## config.mk

```make
export PLATFORM = sky130hd
export DESIGN_NAME = wdpm_top
export DESIGN_NICKNAME = d
export VERILOG_FILES = /design/src/logic/wdpm_pkg.sv /design/src/logic/wdpm_sync.sv /design/src/logic/wdpm_top.sv
export VERILOG_INCLUDE_DIRS = /design/src /design/src/logic
export SDC_FILE = /design/constraint.sdc
export NUM_CORES = 1
export LEC_CHECK = 0
export BUFFER_PORTS_ARGS = -buffer_cell sky130_fd_sc_hd__buf_4
export CORE_MARGIN = 2
export CORE_UTILIZATION = 53
export DETAILED_ROUTE_END_ITERATION = 8
export PLACE_DENSITY = 0.77
export SLEW_MARGIN = 20
export SYNTH_ARGS = -nofsm -noshare
export SYNTH_HDL_FRONTEND = slang
export SYNTH_SLANG_ARGS = --single-unit
```

## constraint.sdc

```tcl
create_clock -name pclk -period 2.7 [get_ports pclk]
set_input_delay 0.405 -clock pclk [delete_from_list [all_inputs] [get_ports pclk]]
set_output_delay 0.405 -clock pclk [all_outputs]
set_load 0.03 [all_outputs]
```

## src/logic/wdpm_map.svh

```systemverilog
// register map, field positions, reset values and timing counts
`ifndef WDPM_MAP_SVH
`define WDPM_MAP_SVH

`define WDPM_ADDR_W        12
`define WDPM_OFS_CTRL      12'h000
`define WDPM_OFS_PERIOD    12'h004
`define WDPM_OFS_CAUSE     12'h008
`define WDPM_OFS_IRQ_STAT  12'h00C
`define WDPM_OFS_IRQ_MASK  12'h010
`define WDPM_OFS_STATUS    12'h014
`define WDPM_OFS_COUNT     12'h018
`define WDPM_OFS_IFT       12'h01C

`define WDPM_CTRL_ON       15
`define WDPM_CTRL_SERVICE  0
`define WDPM_CFG_WD_EN     23

`define WDPM_CAUSE_TIMEOUT 4
`define WDPM_CAUSE_SLEEP   3
`define WDPM_CAUSE_IDLE    2
`define WDPM_CAUSE_MASK    32'h0000001C

`define WDPM_IRQ_NMI       0
`define WDPM_IRQ_RESET     1
`define WDPM_IRQ_WAKE      2
`define WDPM_IRQ_W         3

`define WDPM_PERIOD_RST    32'h0000FFFF
`define WDPM_MASK_RST      3'h0
`define WDPM_BOOT_CYCLES   2'h3

`endif

```

## src/logic/wdpm_pkg.sv

```systemverilog
// types shared by the watchdog power-mode block
package wdpm_pkg;

	typedef enum logic [1:0] {
		st_boot,
		st_start_delay,
		st_run
	} wdpm_state_type;

endpackage

```

## src/logic/wdpm_sync.sv

```systemverilog
// two flip-flop synchroniser for pin levels
`timescale 1ns/1ps
module wdpm_sync #(
	parameter int WIDTH = 1
) (
	// clock and reset
	input  wire logic             pclk,
	input  wire logic             presetn,
	// levels
	input  wire logic [WIDTH-1:0] async_in,
	output logic      [WIDTH-1:0] sync_out
);

	logic [WIDTH-1:0] stage1;

	always_ff @(posedge pclk or negedge presetn) begin
		if (!presetn) begin
			stage1   <= '0;
			sync_out <= '0;
		end else begin
			stage1   <= async_in;
			sync_out <= stage1;
		end
	end

endmodule

```

## src/logic/wdpm_top.sv

```systemverilog
// watchdog power-mode, debug and reset behaviour with apb registers
//
// Implementation choices: the placing of the registers and the APB interface to the registers.
`timescale 1ns/1ps
`include "wdpm_map.svh"
module wdpm_top
	import wdpm_pkg::*;
#(
	parameter int HAS_REGULATOR    = 1,
	parameter int OSC_START_CYCLES = 1000,
	parameter int POWERUP_DELAY_TIMER_CYCLES      = 5000
) (
	// clock and reset
	input  wire logic        pclk,
	input  wire logic        presetn,
	// apb slave
	input  wire logic        psel,
	input  wire logic        penable,
	input  wire logic        pwrite,
	input  wire logic [11:0] paddr,
	input  wire logic [31:0] pwdata,
	output logic      [31:0] prdata,
	output logic             pready,
	output logic             pslverr,
	// pins
	input  wire logic        regulator_control_pin,
	input  wire logic [31:0] device_config_word,
	// core and power manager
	input  wire logic        sleep_mode,
	input  wire logic        idle_mode,
	input  wire logic        debug_mode,
	input  wire logic        other_wake,
	input  wire logic        fetch_strobe,
	// results
	output logic             wake_nmi,
	output logic             wd_device_reset,
	output logic             cpu_run,
	output logic             irq
);

	logic [1:0]     pin_sync;
	logic           reg_pin;
	logic           cfg_wd_en;
	logic           powerup_delay_timer_enabled;
	wdpm_state_type state;
	logic [1:0]     boot_count;
	logic [31:0]    delay_left;
	logic [31:0]    wake_delay;
	logic           wd_on;
	logic [31:0]    period;
	logic [31:0]    wd_count;
	logic [31:0]    ift_count;
	logic [31:0]    cause;
	logic [2:0]     irq_stat;
	logic [2:0]     irq_mask;
	logic [2:0]     irq_set;
	logic [2:0]     next_irq_stat;
	logic [31:0]    cause_set;
	logic [31:0]    next_cause;
	logic           wd_tick;
	logic           expire;
	logic           expire_sleep;
	logic           expire_idle;
	logic           expire_awake;
	logic           foreign_wake;
	logic           wr_en;
	logic           setup;
	logic           addr_ok;
	logic [31:0]    rd_value;
	logic           service;

	wdpm_sync #(
		.WIDTH(2)
	) u_pin_sync (
		.pclk    (pclk),
		.presetn (presetn),
		.async_in({regulator_control_pin,
			device_config_word[`WDPM_CFG_WD_EN]}),
		.sync_out(pin_sync)
	);

	assign reg_pin   = pin_sync[1];
	assign cfg_wd_en = pin_sync[0];

	// pin high keeps the regulator on
	always_comb begin
		if (HAS_REGULATOR == 0) begin
			powerup_delay_timer_enabled = 1'b1;
		end else begin
			powerup_delay_timer_enabled = !reg_pin;
		end
	end

	// apb decode
	assign setup   = psel && !penable;
	assign wr_en   = psel && penable && pwrite && pready && !pslverr;
	assign addr_ok = (paddr[11:5] == 7'h00) && (paddr[1:0] == 2'h0);
	assign service = wr_en && (paddr == `WDPM_OFS_CTRL)
		&& pwdata[`WDPM_CTRL_SERVICE];

	// watchdog events
	assign wd_tick      = wd_on && !debug_mode;
	assign expire       = wd_tick && (wd_count >= period);
	assign expire_sleep = expire && sleep_mode;
	assign expire_idle  = expire && idle_mode && !sleep_mode;
	assign expire_awake = expire && !sleep_mode && !idle_mode;
	assign foreign_wake = other_wake && (sleep_mode || idle_mode);

	always_comb begin
		wake_delay = 32'(OSC_START_CYCLES);
		if (powerup_delay_timer_enabled) begin
			wake_delay = 32'(OSC_START_CYCLES + POWERUP_DELAY_TIMER_CYCLES);
		end
	end

	// start-up sequencing and execution gate
	always_ff @(posedge pclk or negedge presetn) begin
		if (!presetn) begin
			state      <= st_boot;
			boot_count <= 2'h0;
			delay_left <= 32'h00000000;
			cpu_run    <= 1'b0;
		end else begin
			case (state)
				st_boot: begin
					boot_count <= boot_count + 2'h1;
					if (boot_count == `WDPM_BOOT_CYCLES - 2'h1) begin
						if (powerup_delay_timer_enabled) begin
							state      <= st_start_delay;
							delay_left <= 32'(POWERUP_DELAY_TIMER_CYCLES);
						end else begin
							state   <= st_run;
							cpu_run <= 1'b1;
						end
					end
				end
				st_start_delay: begin
					if (delay_left <= 32'h00000001) begin
						state   <= st_run;
						cpu_run <= 1'b1;
					end else begin
						delay_left <= delay_left - 32'h00000001;
					end
				end
				st_run: begin
					if (expire_sleep) begin
						state      <= st_start_delay;
						delay_left <= wake_delay;
						cpu_run    <= 1'b0;
					end
					// idle wake keeps cpu_run high
				end
				default: begin
					state   <= st_boot;
					cpu_run <= 1'b0;
				end
			endcase
		end
	end

	// control register on bit
	always_ff @(posedge pclk or negedge presetn) begin
		if (!presetn) begin
			wd_on <= 1'b0;
		end else if (state == st_boot
			&& boot_count == `WDPM_BOOT_CYCLES - 2'h1) begin
			wd_on <= cfg_wd_en;
		end else if (wr_en && paddr == `WDPM_OFS_CTRL) begin
			wd_on <= pwdata[`WDPM_CTRL_ON];
		end
	end

	// period register
	always_ff @(posedge pclk or negedge presetn) begin
		if (!presetn) begin
			period <= `WDPM_PERIOD_RST;
		end else if (wr_en && paddr == `WDPM_OFS_PERIOD) begin
			period <= pwdata;
		end
	end

	// watchdog count
	always_ff @(posedge pclk or negedge presetn) begin
		if (!presetn) begin
			wd_count <= 32'h00000000;
		end else if (foreign_wake) begin
			wd_count <= 32'h00000000;
		end else if (service || expire) begin
			wd_count <= 32'h00000000;
		end else if (wd_tick) begin
			wd_count <= wd_count + 32'h00000001;
		end
	end

	// instruction-fetch timer
	always_ff @(posedge pclk or negedge presetn) begin
		if (!presetn) begin
			ift_count <= 32'h00000000;
		end else if (wr_en && paddr == `WDPM_OFS_IFT) begin
			ift_count <= 32'h00000000;
		end else if (fetch_strobe && !sleep_mode && !idle_mode) begin
			ift_count <= ift_count + 32'h00000001;
		end
	end

	// wake and reset outputs
	always_ff @(posedge pclk or negedge presetn) begin
		if (!presetn) begin
			wake_nmi        <= 1'b0;
			wd_device_reset <= 1'b0;
		end else begin
			wake_nmi        <= expire_sleep || expire_idle;
			wd_device_reset <= expire_awake;
		end
	end

	// cause flags, set wins over clear
	always_comb begin
		cause_set = 32'h00000000;
		if (expire) begin
			cause_set[`WDPM_CAUSE_TIMEOUT] = 1'b1;
		end
		if (expire_sleep) begin
			cause_set[`WDPM_CAUSE_SLEEP] = 1'b1;
		end
		if (expire_idle) begin
			cause_set[`WDPM_CAUSE_IDLE] = 1'b1;
		end
		next_cause = cause;
		if (wr_en && paddr == `WDPM_OFS_CAUSE) begin
			next_cause = cause & ~(pwdata & `WDPM_CAUSE_MASK);
		end
		next_cause = next_cause | cause_set;
	end

	always_ff @(posedge pclk or negedge presetn) begin
		if (!presetn) begin
			cause <= 32'h00000000;
		end else begin
			cause <= next_cause;
		end
	end

	// interrupt status and mask
	always_comb begin
		irq_set                 = 3'h0;
		irq_set[`WDPM_IRQ_NMI]   = expire_sleep || expire_idle;
		irq_set[`WDPM_IRQ_RESET] = expire_awake;
		irq_set[`WDPM_IRQ_WAKE]  = foreign_wake;
		next_irq_stat = irq_stat;
		if (wr_en && paddr == `WDPM_OFS_IRQ_STAT) begin
			next_irq_stat = irq_stat & ~pwdata[`WDPM_IRQ_W-1:0];
		end
		next_irq_stat = next_irq_stat | irq_set;
	end

	always_ff @(posedge pclk or negedge presetn) begin
		if (!presetn) begin
			irq_stat <= 3'h0;
			irq      <= 1'b0;
		end else begin
			irq_stat <= next_irq_stat;
			irq      <= |(next_irq_stat & irq_mask);
		end
	end

	always_ff @(posedge pclk or negedge presetn) begin
		if (!presetn) begin
			irq_mask <= `WDPM_MASK_RST;
		end else if (wr_en && paddr == `WDPM_OFS_IRQ_MASK) begin
			irq_mask <= pwdata[`WDPM_IRQ_W-1:0];
		end
	end

	// read mux
	always_comb begin
		rd_value = 32'h00000000;
		case (paddr)
			`WDPM_OFS_CTRL: begin
				rd_value[`WDPM_CTRL_ON] = wd_on;
			end
			`WDPM_OFS_PERIOD: begin
				rd_value = period;
			end
			`WDPM_OFS_CAUSE: begin
				rd_value = cause;
			end
			`WDPM_OFS_IRQ_STAT: begin
				rd_value[`WDPM_IRQ_W-1:0] = irq_stat;
			end
			`WDPM_OFS_IRQ_MASK: begin
				rd_value[`WDPM_IRQ_W-1:0] = irq_mask;
			end
			`WDPM_OFS_STATUS: begin
				rd_value[4:0] = {idle_mode, sleep_mode, debug_mode,
					powerup_delay_timer_enabled, cpu_run};
			end
			`WDPM_OFS_COUNT: begin
				rd_value = wd_count;
			end
			`WDPM_OFS_IFT: begin
				rd_value = ift_count;
			end
			default: begin
				rd_value = 32'h00000000;
			end
		endcase
	end

	// apb answer one cycle after setup
	always_ff @(posedge pclk or negedge presetn) begin
		if (!presetn) begin
			pready  <= 1'b0;
			pslverr <= 1'b0;
			prdata  <= 32'h00000000;
		end else if (setup) begin
			pready  <= 1'b1;
			pslverr <= !addr_ok;
			prdata  <= (addr_ok && !pwrite) ? rd_value : 32'h00000000;
		end else begin
			pready  <= 1'b0;
			pslverr <= 1'b0;
			prdata  <= 32'h00000000;
		end
	end

endmodule

```

==> parameters.txt <==
Parameter                              Value

Floorplan
  Row count ... 48
  Total die area ... ~19000 µm²
  Floorplan Core Area ... 17400 µm²
  Initial core utilization ... 54.6%
  Io pins ... roughly 130
  Floorplan die width ... 138 µm
  Die span in y ... approximately 140 µm

Synthesis
  Part of the Yosys area used for sequential elements ... between 40% and 50%
  Most repeated cell in the gate-level netlist after synthesis ... dfrtp_1
  Fraction of registers with async set or reset after synthesis ... 100%
  Most area-consuming cells after synthesis ... dfrtp_1 44%, o21ai_0 5.5%, ha_1 5.4%
  Flip-flop cell with the highest count after synthesis ... dfrtp_1
  Fraction of synthesized cell area taken by the top area cell type ... roughly 44%
  Syn nets ... around 1100
  Yosys warning count ... 0
  Area leader, netlist ... dfrtp_1
  Most frequent cells after synthesis ... 168 x dfrtp_1, 118 x nor2_1, 117 x nand2_1, 105 x o21ai_0, 50 x inv_1
  Average cell area after synthesis ... between 9 and 10 µm²
  Number of enable-type register cells in the synthesized netlist ... 0
  Gate Count Post-Synth ... ~1000
  Count of state elements after synthesis ... around 180
  Netlist Area Pre-Place ... roughly 9500 µm²
  Count of unique library cells instantiated by Yosys ... 61

Place
  Count of input and output buffers ... 93
  Final weighted congestion in routability-driven placement ... between 0.8 and 0.9
  Dpl cell area ... 11000 µm²
  Number of instances in the placed design ... between 1000 and 1500
  Half-perimeter wire length after detailed placement ... around 18000 µm

Setup path
  Critical-path cell with the highest stage delay ... dfstp_2
  Flop-to-flop setup slack ... -0.16 ns
  Crit path required time ... 3.01 ns
  Critical path data arrival time ... between 3 and 4 ns
  Max Fanout on Critical Path ... 6
  RR Endpoint ... delay_left[3]$_DFFE_PN0P_
  Critical path destination ... delay_left[3]$_DFFE_PN0P_
  WP buf/inv ... 3
  CP delay by family, top ... compound AO/OA/AOI/OAI gates
  Sort of element at the end of the critical path ... flop
  Worst Setup SP ... period[9]$_DFFE_PN1P_
  Worst path depth ... 11
  R2R Path Start ... period[9]$_DFFE_PN1P_
  Critical Path Start Type ... flop
  Worst Reg2Reg Path Length in Cells ... 11
  Delay of the slowest critical-path stage ... 0.55 ns
  Critical path class ... flop to flop
  Ordered cell list for the critical path ... inv_1, ha_4, nand2_1, or3_4, a2111oi_4, nor4_4, buf_6, o221a_4, buf_6, a2111oi_4, o22ai_1

Clock network
  Max Root-Sink Buffers ... 2
  H-Tree Depth ... 4
  Clock transition at the registers of the reported paths ... about 0.070 ns
  Clock root cell ... clkbuf_16
  Number of clock buffers inserted by TritonCTS ... 17
  Clock sink total ... between 150 and 200
  CTS tree ... yes
  Worst-Skew Late Latency ... approximately 0.44 ns

Global route
  Antenna violations before repair ... 0
  Overflow left after global routing ... 0
  Via count of the first global-routing pass ... 8374
  Global-route wire length before repair ... ~42000 µm
  Largest net degree at the start of global routing ... 64
  Total GRT Usage ... approximately 29%

Power and ir drop
  Reg power frac ... just under 40%
  Share of total power in combinational logic ... 31.0%
  P_leak ... 5.66 nW
  Net switching fraction of the power ... between 30% and 40%
  Power spent charging and discharging nets ... between 2 and 3 mW
  Peak VDD IR ... ~0.00056 V
  Internal ... 5.18 mW
  Final Total Pwr ... 7.93 mW
  Power per unit of standard cell area ... roughly 640 nW/µm²
  Clock group share of total power ... about 30%

Run status
  Violations in the final reports ... setup timing
  Outcome ... finished with violations

Detailed routing
  Detailed router's first-iteration violation count ... 848
  Number of nets still failing antenna checks after routing ... 0
  Detailed Route WL ... 27500 µm
  Via count normalized by instance count ... 6.17
  First-pass iteration count of the detailed router ... 6
  Post-route DRC ... 0
  Total vias in the final route ... between 8000 and 9000
  Routed WL per cell ... ~19 µm

STA
  Final Skew ... roughly 0.013 ns
  Slew at the pin closest to its max-slew limit ... 0.713 ns
  Max Fclk ... about 350 MHz
  Final-layout worst hold slack ... 0.0664 ns
  RSZ-0062 raised after global routing ... yes
  Max-slew violation count ... 0
  Share of the clock period used by the worst path after layout ... 106%
  Final min period ... between 2 and 3 ns
  Final Hold Viols ... 0
  Final WS setup ... -0.164 ns
  Setup Viol. Count Final ... 23
  Worst slew margin ... a little over half

Finish
  Nets ... ~1300
  Area of all placed cells without fillers ... between 10000 and 15000 µm²
  Antenna Cells ... 0
  Share of layout cells above drive strength 1 ... between 20% and 30%
  Number of fill cells in the layout ... roughly 1200
  P&R area growth vs syn ... 31.5%
  Number of standard cells in the layout, taps in and fillers out ... 1416

Min path
  Tightest Hold Check Type ... primary input to flop

Flow run
  Max Cap Violations ... 0
worst min path at each step:
| stage | startpoint | end | slack, ns | cells after the start |
|---|---|---|---|---|
| final | regulator_control_pin | u_pin_sync.stage1[1]$_DFF_PN0_ | 0.07 | 1 |
| after global routing | regulator_control_pin | u_pin_sync.stage1[1]$_DFF_PN0_ | 0.05 | 1 |
| after detailed placement | u_pin_sync.stage1[0]$_DFF_PN0_ | u_pin_sync.sync_out[0]$_DFF_PN0_ | 0.34 | 0 |
| after floorplan | presetn | boot_count[0]$_DFFE_PN0P_ | 0.11 | 0 |
| after CTS | regulator_control_pin | u_pin_sync.stage1[1]$_DFF_PN0_ | 0.06 | 1 |
| after global placement | u_pin_sync.stage1[0]$_DFF_PN0_ | u_pin_sync.sync_out[0]$_DFF_PN0_ | 0.33 | 0 |
power groups by stage:
stage	combinational, mW	clock, mW	sequential (mW)
2_1_floorplan	1.21	0	3.12
4_1_cts	1.91	2.36	3.10
5_1_grt	2.67	2.49	3.13
6_report	2.46	2.36	3.11
3_5_place_dp	1.82	0	3.14
3_3_place_gp	1.77	0	3.14
layer usage:
layer / GRT usage, % / vias to the layer above / wire length [µm]
met5: 0 / - / 0
met1: 36.5 / 4323 / 11000
met3: 6.14 / 86 / 1760
met2: 47.7 / 368 / 13800
met4: 11.2 / 0 / 982
li1: - / 3957 / -
layout by cell type (no fill, tap or decap), drive strengths merged, types with 29 or more instances in the layout:
cell	count
nand2	117
nand3	31
nor2	118
ha	41
inv	52
a21oi	29
xor2	41
o21ai	107
buf	192
dfrtp	168
what timing repair did:
item                       in CTS  in global routing
setup endpoints to repair      68                 69
gates cloned                    1                  2
hold endpoints to repair       53                  0
pin swaps                      13                 33
buffers inserted                4                 13
hold buffers                    1                  0
resized for setup              26                138
worst reg2reg max path, stage by stage (launching register included):
cell       delay, ns
dfstp_2         0.55
inv_1           0.08
ha_4            0.28
nand2_1         0.07
or3_4           0.40
a2111oi_4       0.27
nor4_4          0.08
buf_6           0.15
o221a_4         0.29
buf_6           0.14
a2111oi_4       0.29
o22ai_1         0.13
cells by family after synthesis:
| logic type | synth area share [%] |
|---|---|
| simple gates | 19.2 |
| fa+ha+maj | 5.42 |
| mux | 1.12 |
| compound gates | 16.1 |
| flops | 48.8 |
| buf+inv | 3.84 |
| xor+xnor | 5.46 |
area by class of cell:
| class | count | area (µm²) | area share, % |
|---|---|---|---|
| Clock buffer | 26 | 499 | 4.01 |
| Tap cell | 225 | 282 | 2.26 |
| Clock inverter | 6 | 43.8 | 0.352 |
| Multi-Input combinational cell | 729 | 5190 | 41.7 |
| Inverter | 51 | 194 | 1.56 |
| Timing Repair Buffer | 195 | 1620 | 13.0 |
| Sequential cell | 184 | 4630 | 37.1 |
stage by stage:
stage	TNS [ns]	utilization, %	setup slack (ns)
after global routing	-6.45	71.8	-0.181
after floorplan	0	-	0.0115
after global placement	-5.62	63.5	-0.208
after CTS	-0.614	68.0	-0.0421
after detailed placement	-9.48	63.5	-0.281
final	-1.24	71.8	-0.164
registers in the layout, summed over array words and instances (netlist names), 3 cells and up:
signal,cells
period,32
prdata,32
cause,3
delay_left,32
ift_count,32
irq_mask,3
wd_count,32
irq_stat,3
Note: power is estimated with default switching activity, not from simulation.
